===== src/rtl/csp_defines.svh =====
`ifndef CSP_DEFINES_SVH
`define CSP_DEFINES_SVH

`define CSP_DATA_W 64
`define CSP_STRB_W 8
`define CSP_LEN_W 4
`define CSP_SIZE_W 3
`define CSP_BURST_W 2
`define CSP_LOCK_W 2
`define CSP_CACHE_W 4
`define CSP_PROT_W 3
`define CSP_USER_W 5
`define CSP_RESP_W 2

`define CSP_USER_SHARED_BIT 0
`define CSP_CACHE_MOD_BIT 1

`define CSP_OPT_LEN 4'h3
`define CSP_OPT_SIZE 3'h3
`define CSP_BURST_INCR 2'h1
`define CSP_BURST_WRAP 2'h2
`define CSP_LINE_OFS_W 5
`define CSP_DW_OFS_W 3
`define CSP_STRB_FULL 8'hff
`define CSP_RESP_OKAY 2'h0
`define CSP_LOCK_NORMAL 2'h0

`endif


===== src/rtl/csp_pkg.sv =====
`include "csp_defines.svh"

package csp_pkg;

  typedef enum logic [2:0] {
    RD_IDLE, RD_SNOOP, RD_ISSUE, RD_DATA_M, RD_DATA_S
  } rd_state_type;

  typedef enum logic [2:0] {
    WR_IDLE, WR_WAITW, WR_SNOOP, WR_ISSUE, WR_DATA, WR_RESP
  } wr_state_type;

  // shared bit and modifiable bit both set
  function automatic logic is_coherent(
    input logic [`CSP_USER_W-1:0] user,
    input logic [`CSP_CACHE_W-1:0] cache
  );
    return user[`CSP_USER_SHARED_BIT] & cache[`CSP_CACHE_MOD_BIT];
  endfunction : is_coherent

  // four-doubleword wrap, or incr from a line start
  function automatic logic shape_ok(
    input logic [`CSP_LINE_OFS_W-1:0] ofs,
    input logic [`CSP_LEN_W-1:0] len,
    input logic [`CSP_SIZE_W-1:0] size,
    input logic [`CSP_BURST_W-1:0] burst
  );
    logic dw;
    dw = (len == `CSP_OPT_LEN) && (size == `CSP_OPT_SIZE);
    return dw && (((burst == `CSP_BURST_WRAP) &&
                   (ofs[`CSP_DW_OFS_W-1:0] == '0)) ||
                  ((burst == `CSP_BURST_INCR) && (ofs == '0)));
  endfunction : shape_ok

endpackage : csp_pkg


===== src/rtl/coherency_slave_port_frontend.sv =====
// How it works
// - read coherent when shared and modifiable set
// - coherent read hit returns processor data
// - coherent read miss goes out, lock dropped
// - other reads pass straight to master
// - write coherent when shared and modifiable set
// - coherent write first cleans holding line
// - then write goes out, lock dropped
// - other writes pass straight to master
// - integer ratios only, single clock enable
// - slave side acts only on enabled edges
// - partial first-beat strobes never take optimized path
// - exclusive accesses pass for non-coherent regions
// - sixty-four bit slave data path
`timescale 1ns/1ps
`default_nettype none
`include "csp_defines.svh"

module coherency_slave_port_frontend #(
  parameter int ADDR_W = 32,
  parameter int ID_W = 3
) (
  input wire logic i_clk, // core clock
  input wire logic i_nrst, // async reset, low
  input wire logic i_slave_port_clock_enable, // slave port enable
  input wire logic i_s_arvalid, // slave ar valid
  output logic o_s_arready, // slave ar ready
  input wire logic [ADDR_W-1:0] i_s_araddr, // slave ar addr
  input wire logic [ID_W-1:0] i_s_arid, // slave ar id
  input wire logic [`CSP_LEN_W-1:0] i_s_arlen, // slave ar len
  input wire logic [`CSP_SIZE_W-1:0] i_s_arsize, // slave ar size
  input wire logic [`CSP_BURST_W-1:0] i_s_arburst, // slave ar burst
  input wire logic [`CSP_LOCK_W-1:0] i_s_arlock, // slave ar lock
  input wire logic [`CSP_CACHE_W-1:0] i_s_arcache, // slave ar cache
  input wire logic [`CSP_PROT_W-1:0] i_s_arprot, // slave ar prot
  input wire logic [`CSP_USER_W-1:0] i_s_aruser, // slave ar user
  output logic o_s_rvalid, // slave r valid
  input wire logic i_s_rready, // slave r ready
  output logic [`CSP_DATA_W-1:0] o_s_rdata, // slave r data
  output logic [ID_W-1:0] o_s_rid, // slave r id
  output logic [`CSP_RESP_W-1:0] o_s_rresp, // slave r resp
  output logic o_s_rlast, // slave r last
  input wire logic i_s_awvalid, // slave aw valid
  output logic o_s_awready, // slave aw ready
  input wire logic [ADDR_W-1:0] i_s_awaddr, // slave aw addr
  input wire logic [ID_W-1:0] i_s_awid, // slave aw id
  input wire logic [`CSP_LEN_W-1:0] i_s_awlen, // slave aw len
  input wire logic [`CSP_SIZE_W-1:0] i_s_awsize, // slave aw size
  input wire logic [`CSP_BURST_W-1:0] i_s_awburst, // slave aw burst
  input wire logic [`CSP_LOCK_W-1:0] i_s_awlock, // slave aw lock
  input wire logic [`CSP_CACHE_W-1:0] i_s_awcache, // slave aw cache
  input wire logic [`CSP_PROT_W-1:0] i_s_awprot, // slave aw prot
  input wire logic [`CSP_USER_W-1:0] i_s_awuser, // slave aw user
  input wire logic i_s_wvalid, // slave w valid
  output logic o_s_wready, // slave w ready
  input wire logic [`CSP_DATA_W-1:0] i_s_wdata, // slave w data
  input wire logic [`CSP_STRB_W-1:0] i_s_wstrb, // slave w strobes
  input wire logic i_s_wlast, // slave w last
  output logic o_s_bvalid, // slave b valid
  input wire logic i_s_bready, // slave b ready
  output logic [ID_W-1:0] o_s_bid, // slave b id
  output logic [`CSP_RESP_W-1:0] o_s_bresp, // slave b resp
  output logic o_m_arvalid, // master ar valid
  input wire logic i_m_arready, // master ar ready
  output logic [ADDR_W-1:0] o_m_araddr, // master ar addr
  output logic [ID_W-1:0] o_m_arid, // master ar id
  output logic [`CSP_LEN_W-1:0] o_m_arlen, // master ar len
  output logic [`CSP_SIZE_W-1:0] o_m_arsize, // master ar size
  output logic [`CSP_BURST_W-1:0] o_m_arburst, // master ar burst
  output logic [`CSP_LOCK_W-1:0] o_m_arlock, // master ar lock
  output logic [`CSP_CACHE_W-1:0] o_m_arcache, // master ar cache
  output logic [`CSP_PROT_W-1:0] o_m_arprot, // master ar prot
  output logic [`CSP_USER_W-1:0] o_m_aruser, // master ar user
  input wire logic i_m_rvalid, // master r valid
  output logic o_m_rready, // master r ready
  input wire logic [`CSP_DATA_W-1:0] i_m_rdata, // master r data
  input wire logic [ID_W-1:0] i_m_rid, // master r id
  input wire logic [`CSP_RESP_W-1:0] i_m_rresp, // master r resp
  input wire logic i_m_rlast, // master r last
  output logic o_m_awvalid, // master aw valid
  input wire logic i_m_awready, // master aw ready
  output logic [ADDR_W-1:0] o_m_awaddr, // master aw addr
  output logic [ID_W-1:0] o_m_awid, // master aw id
  output logic [`CSP_LEN_W-1:0] o_m_awlen, // master aw len
  output logic [`CSP_SIZE_W-1:0] o_m_awsize, // master aw size
  output logic [`CSP_BURST_W-1:0] o_m_awburst, // master aw burst
  output logic [`CSP_LOCK_W-1:0] o_m_awlock, // master aw lock
  output logic [`CSP_CACHE_W-1:0] o_m_awcache, // master aw cache
  output logic [`CSP_PROT_W-1:0] o_m_awprot, // master aw prot
  output logic [`CSP_USER_W-1:0] o_m_awuser, // master aw user
  output logic o_m_wvalid, // master w valid
  input wire logic i_m_wready, // master w ready
  output logic [`CSP_DATA_W-1:0] o_m_wdata, // master w data
  output logic [`CSP_STRB_W-1:0] o_m_wstrb, // master w strobes
  output logic o_m_wlast, // master w last
  input wire logic i_m_bvalid, // master b valid
  output logic o_m_bready, // master b ready
  input wire logic [ID_W-1:0] i_m_bid, // master b id
  input wire logic [`CSP_RESP_W-1:0] i_m_bresp, // master b resp
  output logic o_snoop_rd_req, // read lookup req
  output logic o_snoop_rd_opt, // read opt path
  input wire logic i_snoop_rd_ack, // lookup done
  input wire logic i_snoop_rd_hit, // held in a cpu
  input wire logic i_snoop_rvalid, // hit data valid
  output logic o_snoop_rready, // hit data ready
  input wire logic [`CSP_DATA_W-1:0] i_snoop_rdata, // hit data
  input wire logic i_snoop_rlast, // hit data last
  output logic o_snoop_wr_req, // clean-inv req
  output logic o_snoop_wr_opt, // write opt path
  input wire logic i_snoop_wr_ack // clean-inv done
);
  import csp_pkg::*;

  rd_state_type rd_state_ff;
  wr_state_type wr_state_ff;
  logic ce;
  logic ar_take, aw_take, ar_coh, aw_coh, aw_shape;
  logic r_take_m, r_take_s, r_out, r_done, nxt_rvalid;
  logic w_take, w_out, w_done, nxt_wvalid;
  logic b_take, b_out, nxt_bvalid;

  assign ce = i_slave_port_clock_enable;
  assign ar_take = ce && i_s_arvalid && o_s_arready;
  assign aw_take = ce && i_s_awvalid && o_s_awready;
  assign ar_coh = is_coherent(i_s_aruser, i_s_arcache);
  assign aw_coh = is_coherent(i_s_awuser, i_s_awcache);

  req_attr_capture #(.ADDR_W(ADDR_W), .ID_W(ID_W)) u_ar_cap (
    .i_clk(i_clk), .i_nrst(i_nrst), .i_take(ar_take),
    .i_addr(i_s_araddr), .i_id(i_s_arid), .i_len(i_s_arlen),
    .i_size(i_s_arsize), .i_burst(i_s_arburst), .i_lock(i_s_arlock),
    .i_cache(i_s_arcache), .i_prot(i_s_arprot), .i_user(i_s_aruser),
    .o_addr(o_m_araddr), .o_id(o_m_arid), .o_len(o_m_arlen),
    .o_size(o_m_arsize), .o_burst(o_m_arburst), .o_lock(o_m_arlock),
    .o_cache(o_m_arcache), .o_prot(o_m_arprot), .o_user(o_m_aruser),
    .o_coherent(), .o_shape()
  );

  req_attr_capture #(.ADDR_W(ADDR_W), .ID_W(ID_W)) u_aw_cap (
    .i_clk(i_clk), .i_nrst(i_nrst), .i_take(aw_take),
    .i_addr(i_s_awaddr), .i_id(i_s_awid), .i_len(i_s_awlen),
    .i_size(i_s_awsize), .i_burst(i_s_awburst), .i_lock(i_s_awlock),
    .i_cache(i_s_awcache), .i_prot(i_s_awprot), .i_user(i_s_awuser),
    .o_addr(o_m_awaddr), .o_id(o_m_awid), .o_len(o_m_awlen),
    .o_size(o_m_awsize), .o_burst(o_m_awburst), .o_lock(o_m_awlock),
    .o_cache(o_m_awcache), .o_prot(o_m_awprot), .o_user(o_m_awuser),
    .o_coherent(), .o_shape(aw_shape)
  );

  always_comb begin
    r_take_m = ce && (rd_state_ff == RD_DATA_M) && i_m_rvalid && o_m_rready;
    r_take_s = ce && (rd_state_ff == RD_DATA_S) && i_snoop_rvalid &&
               o_snoop_rready;
    r_out = ce && o_s_rvalid && i_s_rready;
    r_done = r_out && o_s_rlast;
    nxt_rvalid = (o_s_rvalid && !r_out) || r_take_m || r_take_s;
    w_take = ce && (wr_state_ff == WR_DATA) && i_s_wvalid && o_s_wready;
    w_out = ce && o_m_wvalid && i_m_wready;
    w_done = w_out && o_m_wlast;
    nxt_wvalid = (o_m_wvalid && !w_out) || w_take;
    b_take = ce && (wr_state_ff == WR_RESP) && i_m_bvalid && o_m_bready;
    b_out = ce && o_s_bvalid && i_s_bready;
    nxt_bvalid = (o_s_bvalid && !b_out) || b_take;
  end

  // read request sequencing
  always_ff @(posedge i_clk or negedge i_nrst) begin
    if (!i_nrst) begin
      rd_state_ff <= RD_IDLE;
      o_s_arready <= 1'b1;
      o_m_arvalid <= 1'b0;
      o_snoop_rd_req <= 1'b0;
      o_snoop_rd_opt <= 1'b0;
    end else begin
      case (rd_state_ff)
        RD_IDLE: begin
          if (ar_take) begin
            o_s_arready <= 1'b0;
            o_snoop_rd_req <= ar_coh;
            o_snoop_rd_opt <= ar_coh &&
                shape_ok(i_s_araddr[`CSP_LINE_OFS_W-1:0], i_s_arlen,
                         i_s_arsize, i_s_arburst);
            // plain reads go straight out
            rd_state_ff <= ar_coh ? RD_SNOOP : RD_ISSUE;
          end
        end
        RD_SNOOP: begin
          if (i_snoop_rd_ack) begin
            o_snoop_rd_req <= 1'b0;
            rd_state_ff <= i_snoop_rd_hit ? RD_DATA_S : RD_ISSUE;
          end
        end
        RD_ISSUE: begin
          if (ce) begin
            if (!o_m_arvalid) begin
              o_m_arvalid <= 1'b1;
            end else if (i_m_arready) begin
              o_m_arvalid <= 1'b0;
              rd_state_ff <= RD_DATA_M;
            end
          end
        end
        RD_DATA_M, RD_DATA_S: begin
          if (r_done) begin
            o_s_arready <= 1'b1;
            rd_state_ff <= RD_IDLE;
          end
        end
        default: rd_state_ff <= RD_IDLE;
      endcase
    end
  end

  // read data stage
  always_ff @(posedge i_clk or negedge i_nrst) begin
    if (!i_nrst) begin
      o_s_rvalid <= 1'b0;
      o_s_rdata <= '0;
      o_s_rid <= '0;
      o_s_rresp <= `CSP_RESP_OKAY;
      o_s_rlast <= 1'b0;
      o_m_rready <= 1'b0;
      o_snoop_rready <= 1'b0;
    end else if (ce) begin
      o_s_rvalid <= nxt_rvalid;
      if (r_take_m) begin
        o_s_rdata <= i_m_rdata;
        o_s_rid <= i_m_rid;
        o_s_rresp <= i_m_rresp;
        o_s_rlast <= i_m_rlast;
      end else if (r_take_s) begin
        o_s_rdata <= i_snoop_rdata;
        o_s_rid <= o_m_arid;
        o_s_rresp <= `CSP_RESP_OKAY;
        o_s_rlast <= i_snoop_rlast;
      end
      o_m_rready <= (rd_state_ff == RD_DATA_M) && !nxt_rvalid && !r_done;
      o_snoop_rready <= (rd_state_ff == RD_DATA_S) && !nxt_rvalid &&
                        !r_done;
    end
  end

  // write request sequencing
  always_ff @(posedge i_clk or negedge i_nrst) begin
    if (!i_nrst) begin
      wr_state_ff <= WR_IDLE;
      o_s_awready <= 1'b1;
      o_m_awvalid <= 1'b0;
      o_snoop_wr_req <= 1'b0;
      o_snoop_wr_opt <= 1'b0;
    end else begin
      case (wr_state_ff)
        WR_IDLE: begin
          if (aw_take) begin
            o_s_awready <= 1'b0;
            wr_state_ff <= aw_coh ? WR_WAITW : WR_ISSUE;
          end
        end
        WR_WAITW: begin
          // first beat strobes pick opt path
          if (ce && i_s_wvalid) begin
            o_snoop_wr_req <= 1'b1;
            o_snoop_wr_opt <= aw_shape &&
                              (i_s_wstrb == `CSP_STRB_FULL);
            wr_state_ff <= WR_SNOOP;
          end
        end
        WR_SNOOP: begin
          if (i_snoop_wr_ack) begin
            o_snoop_wr_req <= 1'b0;
            wr_state_ff <= WR_ISSUE;
          end
        end
        WR_ISSUE: begin
          if (ce) begin
            if (!o_m_awvalid) begin
              o_m_awvalid <= 1'b1;
            end else if (i_m_awready) begin
              o_m_awvalid <= 1'b0;
              wr_state_ff <= WR_DATA;
            end
          end
        end
        WR_DATA: begin
          if (w_done) begin
            wr_state_ff <= WR_RESP;
          end
        end
        WR_RESP: begin
          if (b_out) begin
            o_s_awready <= 1'b1;
            wr_state_ff <= WR_IDLE;
          end
        end
        default: wr_state_ff <= WR_IDLE;
      endcase
    end
  end

  // write data and response stages
  always_ff @(posedge i_clk or negedge i_nrst) begin
    if (!i_nrst) begin
      o_m_wvalid <= 1'b0;
      o_m_wdata <= '0;
      o_m_wstrb <= '0;
      o_m_wlast <= 1'b0;
      o_s_wready <= 1'b0;
      o_s_bvalid <= 1'b0;
      o_s_bid <= '0;
      o_s_bresp <= `CSP_RESP_OKAY;
      o_m_bready <= 1'b0;
    end else if (ce) begin
      o_m_wvalid <= nxt_wvalid;
      if (w_take) begin
        o_m_wdata <= i_s_wdata;
        o_m_wstrb <= i_s_wstrb;
        o_m_wlast <= i_s_wlast;
      end
      o_s_wready <= (wr_state_ff == WR_DATA) && !nxt_wvalid && !w_done;
      o_s_bvalid <= nxt_bvalid;
      if (b_take) begin
        o_s_bid <= i_m_bid;
        o_s_bresp <= i_m_bresp;
      end
      o_m_bready <= (wr_state_ff == WR_RESP) && !nxt_bvalid && !b_out;
    end
  end

endmodule : coherency_slave_port_frontend
`default_nettype wire


===== src/rtl/req_attr_capture.sv =====
`timescale 1ns/1ps
`default_nettype none
`include "csp_defines.svh"

module req_attr_capture #(
  parameter int ADDR_W = 32,
  parameter int ID_W = 3
) (
  input wire logic i_clk, // core clock
  input wire logic i_nrst, // async reset, low
  input wire logic i_take, // address handshake
  input wire logic [ADDR_W-1:0] i_addr, // request address
  input wire logic [ID_W-1:0] i_id, // request id
  input wire logic [`CSP_LEN_W-1:0] i_len, // burst length
  input wire logic [`CSP_SIZE_W-1:0] i_size, // beat size
  input wire logic [`CSP_BURST_W-1:0] i_burst, // burst type
  input wire logic [`CSP_LOCK_W-1:0] i_lock, // lock attribute
  input wire logic [`CSP_CACHE_W-1:0] i_cache, // cache attribute
  input wire logic [`CSP_PROT_W-1:0] i_prot, // protection
  input wire logic [`CSP_USER_W-1:0] i_user, // user bits
  output logic [ADDR_W-1:0] o_addr, // held address
  output logic [ID_W-1:0] o_id, // held id
  output logic [`CSP_LEN_W-1:0] o_len, // held length
  output logic [`CSP_SIZE_W-1:0] o_size, // held size
  output logic [`CSP_BURST_W-1:0] o_burst, // held burst
  output logic [`CSP_LOCK_W-1:0] o_lock, // forwarded lock
  output logic [`CSP_CACHE_W-1:0] o_cache, // held cache
  output logic [`CSP_PROT_W-1:0] o_prot, // held prot
  output logic [`CSP_USER_W-1:0] o_user, // held user
  output logic o_coherent, // coherent flag
  output logic o_shape // optimized shape
);
  import csp_pkg::*;

  logic coh;

  assign coh = is_coherent(i_user, i_cache);

  always_ff @(posedge i_clk or negedge i_nrst) begin
    if (!i_nrst) begin
      o_addr <= '0;
      o_id <= '0;
      o_len <= '0;
      o_size <= '0;
      o_burst <= '0;
      o_lock <= `CSP_LOCK_NORMAL;
      o_cache <= '0;
      o_prot <= '0;
      o_user <= '0;
      o_coherent <= 1'b0;
      o_shape <= 1'b0;
    end else if (i_take) begin
      o_addr <= i_addr;
      o_id <= i_id;
      o_len <= i_len;
      o_size <= i_size;
      o_burst <= i_burst;
      // lock dropped when coherent
      o_lock <= coh ? `CSP_LOCK_NORMAL : i_lock;
      o_cache <= i_cache;
      o_prot <= i_prot;
      o_user <= i_user;
      o_coherent <= coh;
      o_shape <= shape_ok(i_addr[`CSP_LINE_OFS_W-1:0], i_len, i_size,
                          i_burst);
    end
  end

endmodule : req_attr_capture
`default_nettype wire


===== config.mk =====
export PLATFORM = sky130hd
export DESIGN_NAME = coherency_slave_port_frontend
export DESIGN_NICKNAME = d
export VERILOG_FILES = /design/src/rtl/csp_pkg.sv /design/src/rtl/coherency_slave_port_frontend.sv /design/src/rtl/req_attr_capture.sv
export VERILOG_INCLUDE_DIRS = /design/src /design/src/rtl
export SDC_FILE = /design/constraint.sdc
export NUM_CORES = 1
export LEC_CHECK = 0
export BUFFER_PORTS_ARGS = -buffer_cell sky130_fd_sc_hd__buf_4
export CELL_PAD_IN_SITES_DETAIL_PLACEMENT = 0
export CELL_PAD_IN_SITES_GLOBAL_PLACEMENT = 1
export CORE_AREA = 2 2 245 247
export DETAILED_ROUTE_END_ITERATION = 8
export DIE_AREA = 0 0 247 249
export PLACE_DENSITY = 0.65
export SYNTH_ARGS = -nofsm -noshare
export SYNTH_HDL_FRONTEND = slang
export SYNTH_HIERARCHICAL = 1
export SYNTH_SLANG_ARGS = --single-unit
export TNS_END_PERCENT = 50

===== constraint.sdc =====
create_clock -name i_clk -period 1.9 [get_ports i_clk]
set_clock_uncertainty 0.05 [all_clocks]
set_input_delay 0.095 -clock i_clk [delete_from_list [all_inputs] [get_ports i_clk]]
set_output_delay 0.095 -clock i_clk [all_outputs]
set_load 0.02 [all_outputs]

==> flow_metrics.tcl, run 1 <==
set metrics [dict create \
    htreeDepth 2 \
    initial_core_util_pct 21.39 \
    port_buffers 624 \
    netlist_area_sq_mm 0.01255 \
    final.setup.tns_ns 0 \
    area_delta_synth_final_pct 85.08 \
    cp_top_family "multiplexers" \
    final_nets 2162 \
    drt-total-wl_microns 46030 \
    swShare_pct 30.66 \
    worst_hold_slack_ns 0.05269 \
    grt_max_degree 53 \
    nFillCells 5437 \
    p_comb_share_pct 33.4 \
    finalPower_w 0.02153 \
    placed_area_sq_mm 0.01834 \
    p_leak_nw 11.48 \
    setup_violations 0 \
    worstPathRequired_ns 2.26 \
    gr-total-overflow 0 \
    dieWidth_microns 247 \
    routed_via_density 4.059 \
    clock-sinks 286 \
    syn_inst 802 \
    cts_tree "yes" \
    dpl.hpwl_microns 32020 \
    antenna_found_initial 5 \
    ff2ff_setup_slack_ns 0.004 \
    holdCritPathClass "input port to async pin" \
    p_int_w 0.01493 \
    ant_nets 0 \
    firstDrtPassIters 4 \
    cpPeakStageDelay_ns 0.37 \
    ir_drop_v 0.0007650 \
    cts_root_buf "clkbuf_16" \
    route.detailed.drc 0 \
    clk_pin_slew_ns 0.06 \
    place_congestion 0.7918 \
    cts_buffers 35 \
    crit_type "flop to flop" \
    syn_nets 1148 \
    seqPwrFrac_pct 36.4 \
    p_clk_share_pct 30.2 \
    path_cells "nand3b_1 -> nor2_4 -> buf_12 -> buf_12 -> mux2_2 -> mux2_2" \
    critPathBufInv 2 \
    coreArea_sq_mm 0.05869 \
    dieArea_sq_mm 0.06150 \
    die_y_microns 249 \
    min_period_over_period_pct 99.79 \
    wl_per_cell_microns 17.58 \
    slew_headroom_pct 67.14 \
    period_minus_slack_ns 1.896 \
    clockBufferDepth 3 \
    fmax_mhz 527.4 \
    vias 10630 \
    synth_warnings 6 \
    slowest_stage "dfrtp_1" \
    worstMarginPinSlew_ns 0.4929 \
    slew_violations 0 \
    start_kind "flop" \
    r2r-start "rd_state_ff[2]" \
    io_pins 625 \
    status "completed" \
    stdcell_area_sq_mm 0.02324 \
    r2r_end "o_s_rdata[12]" \
    num_rows 89 \
    crit_fanout 19 \
    grtUsageTotal_pct 14.10 \
    drtIter0Drc 327 \
    drive_above_1_share_pct 57.84 \
    max-cap-violations 0 \
    rsz0062_at_grt "true" \
    p_sw_w 0.006600 \
    p_per_area_mw_per_mm2 926.5 \
    grt_pass1_wl_microns 67880 \
    hold_viol_final 0 \
    arrival_ns 2.26 \
    syn_area_per_cell_sq_um 15.65 \
    reg2reg_depth 6 \
    end_kind "flop" \
    clk_latency_ns 0.54 \
    grt_pass1_vias 11740 \
]
## layer usage
layer	track usage, %	vias to the layer above	routed length [microns]
met1	15.71	5216	17610
met3	4.159	85	3435
met5	0	-	34
met4	4.940	6	1453
met2	25.24	406	23500
li1	-	4914	-
## flip-flops by register name, indices dropped and copies added, names as in the netlist, 4 cells and up
register,cells
o_m_wdata,64
o_m_wstrb,8
o_s_rdata,64
u_ar_cap/o_addr,32
u_ar_cap/o_cache,4
u_ar_cap/o_len,4
u_ar_cap/o_user,5
u_aw_cap/o_addr,32
u_aw_cap/o_cache,4
u_aw_cap/o_len,4
u_aw_cap/o_user,5
## worst max path at each step
stage / end / from / slack (ns) / cells past startpoint
finish: o_s_rdata[12] / rd_state_ff[2] / 0.004 / 6
global route: o_s_rdata[18] / rd_state_ff[1] / -0.05 / 7
CTS: o_s_rdata[12] / rd_state_ff[2] / 0.008 / 6
detailed placement: o_s_rdata[8] / rd_state_ff[2] / 0.03 / 6
global placement: o_snoop_rd_opt / o_s_arready / 0.04 / 3
floorplan: o_s_rdata[45] / rd_state_ff[1] / 0.06 / 6
## cell usage in the layout (no fill, tap or decap), types with 3 or more instances in the layout
| master | n |
|---|---|
| dlygate4sd3_1 | 345 |
| nor2_1 | 10 |
| buf_4 | 646 |
| buf_12 | 20 |
| nand3_1 | 14 |
| inv_1 | 13 |
| nor2b_1 | 5 |
| inv_6 | 3 |
| clkinv_2 | 9 |
| mux2_4 | 150 |
| a21o_1 | 3 |
| clkbuf_8 | 6 |
| a31oi_1 | 4 |
| nand2_1 | 21 |
| dfrtp_1 | 284 |
| clkbuf_1 | 9 |
| mux2_2 | 175 |
| o22ai_1 | 3 |
| nand4_1 | 8 |
| o21ai_0 | 17 |
| clkbuf_16 | 40 |
| a21oi_1 | 7 |
| nor3_1 | 6 |
## power by group through the flow
stage	combinational, W	clock [W]	sequential, W
floorplan	0.00186	0	0.00903
global placement	0.00612	0	0.00784
detailed placement	0.00617	0	0.00786
CTS	0.00678	0.00675	0.00779
global route	0.00758	0.00703	0.00796
finish	0.00718	0.00651	0.00784
## repair_timing
item                                    CTS  global route
endpoints found under the setup margin    1           116
gates cloned                              0             5
pin swaps                                 1             3
gates resized for setup                   0            49
hold buffers                            345             0
buffers inserted                          0             3
endpoints found under the hold margin   567             0
## stage by stage
step                      util, %  worst slack (ns)  std cells
after floorplan                 -           0.05921        802
after global placement      31.25           0.04355       2199
after detailed placement    31.25           0.02637       2199
after CTS                   39.01          0.007630       2608
after global routing        39.59          -0.05132       2617
final                       39.59          0.004049       2618
## area by class of cell
class | count | area, sq um | area share [%]
multi-input combinational | 459 | 5060 | 21.78
inverter | 15 | 57.56 | 0.2477
sequential | 286 | 7159 | 30.81
clock inverter | 14 | 112.6 | 0.4846
antenna | 2 | 5.005 | 0.02154
clock buffer | 50 | 992.2 | 4.270
tap | 773 | 967.2 | 4.162
timing repair buffer | 1019 | 8882 | 38.23
(Power assumes the default switching activity.)
==> inputs of run 2 (changes only) <==
--- a/config.mk
+++ b/config.mk
@@ -6,13 +6,14 @@
 export SDC_FILE = /design/constraint.sdc
 export NUM_CORES = 1
 export LEC_CHECK = 0
+export ABC_AREA = 1
 export BUFFER_PORTS_ARGS = -buffer_cell sky130_fd_sc_hd__buf_4
 export CELL_PAD_IN_SITES_DETAIL_PLACEMENT = 0
 export CELL_PAD_IN_SITES_GLOBAL_PLACEMENT = 1
 export CORE_AREA = 2 2 245 247
 export DETAILED_ROUTE_END_ITERATION = 8
 export DIE_AREA = 0 0 247 249
-export PLACE_DENSITY = 0.65
+export PLACE_DENSITY = 0.7
 export SYNTH_ARGS = -nofsm -noshare
 export SYNTH_HDL_FRONTEND = slang
 export SYNTH_HIERARCHICAL = 1
==> run 2 against run 1 <==
  * Power up 21%
  * Die area is the same
  * Via count grew 28%
  * Register-to-register slack better by 0.18 ns
  * Final cell count rose by 26%
  * Largest cell class unchanged
==> flow_metrics.tcl, run 2 <==
set metrics [dict create \
    status "completed" \
    layout_common_cells "880 x nand2_1, 641 x buf_4, 351 x dlygate4sd3_1" \
    area_delta_synth_final_pct 82.28 \
    slew_violations 0 \
    worstPathRequired_ns 2.26 \
    p_leak_nw 12.55 \
    reg_top3 "o_m_wdata x64, o_s_rdata x64" \
    start_kind "flop" \
    worstMarginPinSlew_ns 0.5293 \
    holdCritPathClass "input port to flop" \
    firstDrtPassIters 7 \
    grtUsageTotal_pct 16.06 \
    r2r-start "rd_state_ff[0]" \
    dpl.hpwl_microns 36410 \
    min_period_over_period_pct 90.36 \
    grt_pass1_vias 13980 \
    clk_pin_slew_ns 0.06 \
    grt_max_degree 87 \
    arrival_ns 2.07 \
    clock-sinks 286 \
    reg2reg_depth 8 \
    vias 13560 \
    crit_fanout 52 \
    final_common_cell "nand2_1" \
    cts_setup_buffers 0 \
    wl_per_cell_microns 15.47 \
    rsz0062_at_grt "false" \
    fmax_mhz 582.5 \
    cts_buffers 36 \
    route.detailed.drc 0 \
    crit_type "flop to flop" \
    place_congestion 0.8227 \
    r2r_end "o_s_rdata[2]" \
    netlist_area_sq_mm 0.01245 \
    coreArea_sq_mm 0.05869 \
    period_minus_slack_ns 1.717 \
    synth_warnings 6 \
    clockBufferDepth 3 \
    syn_nets 1883 \
    routed_via_density 4.096 \
    drive_above_1_share_pct 28.98 \
    syn_inst 1537 \
    worst_hold_slack_ns 0.05644 \
    gr-total-overflow 0 \
    dieWidth_microns 247 \
    drt-total-wl_microns 51220 \
    drtIter0Drc 637 \
    ir_drop_v 0.0007790 \
    end_kind "flop" \
    dieArea_sq_mm 0.06150 \
    num_rows 89 \
    clk_latency_ns 0.54 \
    die_y_microns 249 \
    ant_nets 0 \
    ff2ff_setup_slack_ns 0.18 \
    htreeDepth 2 \
    slew_headroom_pct 64.71 \
    syn_area_per_cell_sq_um 8.100 \
    crit_end "o_s_rdata[2]" \
    final.setup.tns_ns 0 \
    initial_core_util_pct 21.21 \
    max-cap-violations 0 \
    port_buffers 624 \
    setup_violations 0 \
    final_nets 2852 \
    p_per_area_mw_per_mm2 1150 \
    cts_tree "yes" \
    hold_viol_final 0 \
    grt_pass1_wl_microns 77890 \
    antenna_found_initial 6 \
    io_pins 625 \
    critPathLaunch "rd_state_ff[0]" \
    cts_root_buf "clkbuf_16" \
]
-- run 2: through the flow --
stage	instance area (sq um)	instances	power (W)	setup WS, ns	util [%]
final	22690	3310	0.02610	0.1832	38.67
after global routing	22690	3310	0.02770	0.01278	38.67
after CTS	22680	3306	0.02645	0.1207	38.65
after detailed placement	17950	2890	0.01858	0.1572	30.59
after global placement	17950	2890	0.01845	0.1792	30.59
after floorplan	12450	1537	0.01367	0.3925	-
-- run 2: layout make-up --
cell class	count	area, sq um
fillers	5865	35990
repair buffers	1005	8581
flip-flops and latches	286	7161
multi-input cells	1070	4349
clock buffers	57	1092
well taps	773	967.2
inverters	107	406.6
clock inverters	8	126.4
diodes	4	10.01
-- run 2: power by group --
part	internal, W	leakage, nW	total, W	switching (W)
clock	0.00435	0.598	0.00701	0.00266
sequential	0.00800	3.79	0.00929	0.00129
combinational	0.00431	8.16	0.00980	0.00549
-- run 2: worst min path at each step --
stage | startpoint | to | cells past startpoint
floorplan | i_nrst | o_m_arvalid | 0
global placement | i_nrst | o_m_wdata[47] | 1
detailed placement | i_nrst | o_m_wdata[38] | 1
CTS | i_s_arvalid | o_snoop_rd_req | 5
global route | i_nrst | o_m_wdata[47] | 2
finish | i_s_arvalid | o_snoop_rd_req | 5
-- run 2: worst max-delay path: stages (launching register included) --
cell	delay (ns)
dfrtp_1	0.44
nand2_2	0.09
nor2_4	0.13
nand3_4	0.19
nand2_4	0.22
inv_2	0.08
buf_12	0.18
nand2_1	0.10
nand2_1	0.05
-- run 2: routing by layer --
layer | share of wire [%] | track usage [%] | up-vias
met3 | 6.5 | 3.814 | 120
met4 | 4.3 | 7.263 | 4
met1 | 39 | 18.42 | 6366
met5 | 0.053 | 0 | -
li1 | - | - | 6610
met2 | 50 | 28.08 | 457
-- run 2: what timing repair did --
action / in CTS / in global routing
resized for setup: 0 / 1
hold buffers: 351 / 0
endpoints found under the hold margin: 567 / 0
endpoints found under the setup margin: 0 / 26
==> inputs of run 3 (changes only) <==
--- a/config.mk
+++ b/config.mk
@@ -7,7 +7,7 @@
 export NUM_CORES = 1
 export LEC_CHECK = 0
 export ABC_AREA = 1
-export BUFFER_PORTS_ARGS = -buffer_cell sky130_fd_sc_hd__buf_4
+export BUFFER_PORTS_ARGS = -buffer_cell sky130_fd_sc_hd__buf_2
 export CELL_PAD_IN_SITES_DETAIL_PLACEMENT = 0
 export CELL_PAD_IN_SITES_GLOBAL_PLACEMENT = 1
 export CORE_AREA = 2 2 245 247
==> run 3 against run 2 <==
  * Fmax up 1.8%
  * Worst setup slack better by 0.030 ns
  * Sequential cell count unchanged
  * Sequential share of layout area up 2.4 points
  * Power down 5.5%
  * Non-clock buffer count up 1
  * Worst hold slack worse by 0.025 ns
  * First-iteration DRC count down 29%
  * Sequential power down 2%
  * Critical path depth down 1
  * Clock-buffer cell count down 8
  * Combinational power down 13%
==> flow_metrics.tcl, run 3 (synthesized netlist as in run 2, its figures left out) <==
set metrics [dict create \
    p_comb_share_pct 34.7 \
    multi_input_area_sq_mm 0.004349 \
    end_kind "flop" \
    num_rows 89 \
    dp.cells 2898 \
    max-cap-violations 0 \
    dpl.hpwl_microns 36130 \
    drt-total-wl_microns 50430 \
    swShare_pct 37.90 \
    seq_area_sq_mm 0.007159 \
    clk_latency_ns 0.54 \
    reg_top3 "o_m_wdata x64, o_s_rdata x64" \
    min_period_over_period_pct 88.77 \
    seqPwrFrac_pct 37.1 \
    p_clk_share_pct 28.2 \
    layout_common_cells "880 x nand2_1, 623 x buf_2, 344 x dlygate4sd3_1" \
    crit_fanout 5 \
    clock-sinks 286 \
    slew_headroom_pct 63.90 \
    grt_max_degree 57 \
    cts_tree "yes" \
    final_common_cell "nand2_1" \
    dieArea_sq_mm 0.06150 \
    fmax_mhz 592.9 \
    final.setup.tns_ns 0 \
    cts_resized 0 \
    status "completed" \
    routed_via_density 4.075 \
    crit_type "flop to flop" \
    holdCritPathClass "input port to async pin" \
    coreArea_sq_mm 0.05869 \
    setup_violations 0 \
    port_buffers 624 \
    p_int_w 0.01532 \
    pre_cts_ws_ns 0.2454 \
    final_nets 2853 \
    cts_buffers 36 \
    period_minus_slack_ns 1.687 \
    grtUsageTotal_pct 15.80 \
    arrival_ns 2.12 \
    die_y_microns 249 \
    stdcell_count 3310 \
    firstDrtPassIters 5 \
    drtIter0Drc 454 \
    worstMarginPinSlew_ns 0.5415 \
    slew_violations 0 \
    vias 13490 \
    io_pins 625 \
    initial_core_util_pct 21.21 \
    gr-total-overflow 0 \
    nFillCells 5978 \
    clk_pin_slew_ns 0.06 \
    htreeDepth 2 \
    start_kind "flop" \
    p_leak_nw 12.22 \
    p_sw_w 0.009349 \
    place_congestion 0.8240 \
    worst_slack_ns 0.2134 \
    antenna_found_initial 5 \
    ant_nets 0 \
    clockBufferDepth 3 \
    rsz0062_at_grt "false" \
    ir_drop_v 0.0007392 \
    route.detailed.drc 0 \
    cts_root_buf "clkbuf_16" \
    wl_per_cell_microns 15.23 \
    dieWidth_microns 247 \
    area_delta_synth_final_pct 69.50 \
    hold_viol_final 0 \
    grt_pass1_wl_microns 76530 \
    drive_above_1_share_pct 29.41 \
    p_per_area_mw_per_mm2 1169 \
    worstPathRequired_ns 2.33 \
    grt_pass1_vias 14140 \
]
[run 3: cell count changes in the layout (fill, tap and decap cells not counted)]
cell / change
inv_6: +1
dlygate4sd3_1: -7
buf_4: -615
dfrtp_1: +1
dfrtp_2: -1
clkbuf_1: -5
clkinv_2: +6
clkbuf_8: -3
buf_2: +623
[run 3: power groups by stage]
stage | Sequential, W | Combinational (W) | Clock, W
6_report | 0.00914 | 0.00856 | 0.00697
3_3_place_gp | 0.00920 | 0.00794 | 0
3_5_place_dp | 0.00923 | 0.00804 | 0
5_1_grt | 0.00941 | 0.00935 | 0.00747
4_1_cts | 0.00917 | 0.00862 | 0.00726
2_1_floorplan | 0.0114 | 0.00229 | 0
[run 3: worst paths after layout]
path | endpoint | slack (ns) | from | cells after the start
min in group i_clk | o_snoop_rd_req | 0.03 | i_s_arvalid | 5
hold / removal | o_m_wdata[40] | 0.03 | i_nrst | 2
max in group asynchronous | o_m_wdata[21] | 1.02 | i_nrst | 3
setup reg to reg | rd_state_ff[2] | 0.21 | rd_state_ff[2] | 7
hold reg to reg | o_s_rdata[33] | 0.41 | o_s_rdata[33] | 2
setup / recovery | rd_state_ff[2] | 0.21 | rd_state_ff[2] | 7
[run 3: routing by layer]
| metal | part of all wire, % | vias to the layer above | GRT usage, % | wire, microns |
|---|---|---|---|---|
| li1 | - | 6625 | - | - |
| met1 | 39 | 6253 | 17.61 | 19860 |
| met2 | 49 | 463 | 27.53 | 24650 |
| met3 | 6.8 | 142 | 4.223 | 3422 |
| met4 | 4.9 | 4 | 7.900 | 2463 |
| met5 | 0.054 | - | 0 | 27 |
[run 3: area by class of cell]
cell class	count	area share (%)
flip-flops and latches	286	33.93
repair buffers	1006	33.23
multi-input cells	1070	20.61
clock buffers	49	4.892
well taps	773	4.583
inverters	107	1.927
clock inverters	15	0.7827
diodes	4	0.04744
[run 3: stage by stage]
step	util [%]	total power [W]	area, sq um	hold slack [ns]
CTS	35.94	0.02506	21090	0.001017
finish	35.96	0.02467	21100	0.03097
detailed placement	28.03	0.01727	16450	0.04005
global route	35.95	0.02624	21100	0.03568
floorplan	-	0.01367	12450	-0.2506
global placement	28.03	0.01714	16450	0.04203
[run 3: repair_timing]
| action | CTS | global route |
|---|---|---|
| setup endpoints to repair | 0 | 0 |
| hold buffers | 344 | 0 |
| buffers inserted | 0 | 0 |
| hold endpoints to repair | 567 | 0 |
[run 3: critical path, stage by stage, from the launching register on]
cell and delay (ns):
dfrtp_1 0.41, buf_4 0.16, inv_1 0.08, nand3_1 0.13, inv_1 0.10, nand3_1 0.07
dlygate4sd3_1 0.56, nand2_1 0.07
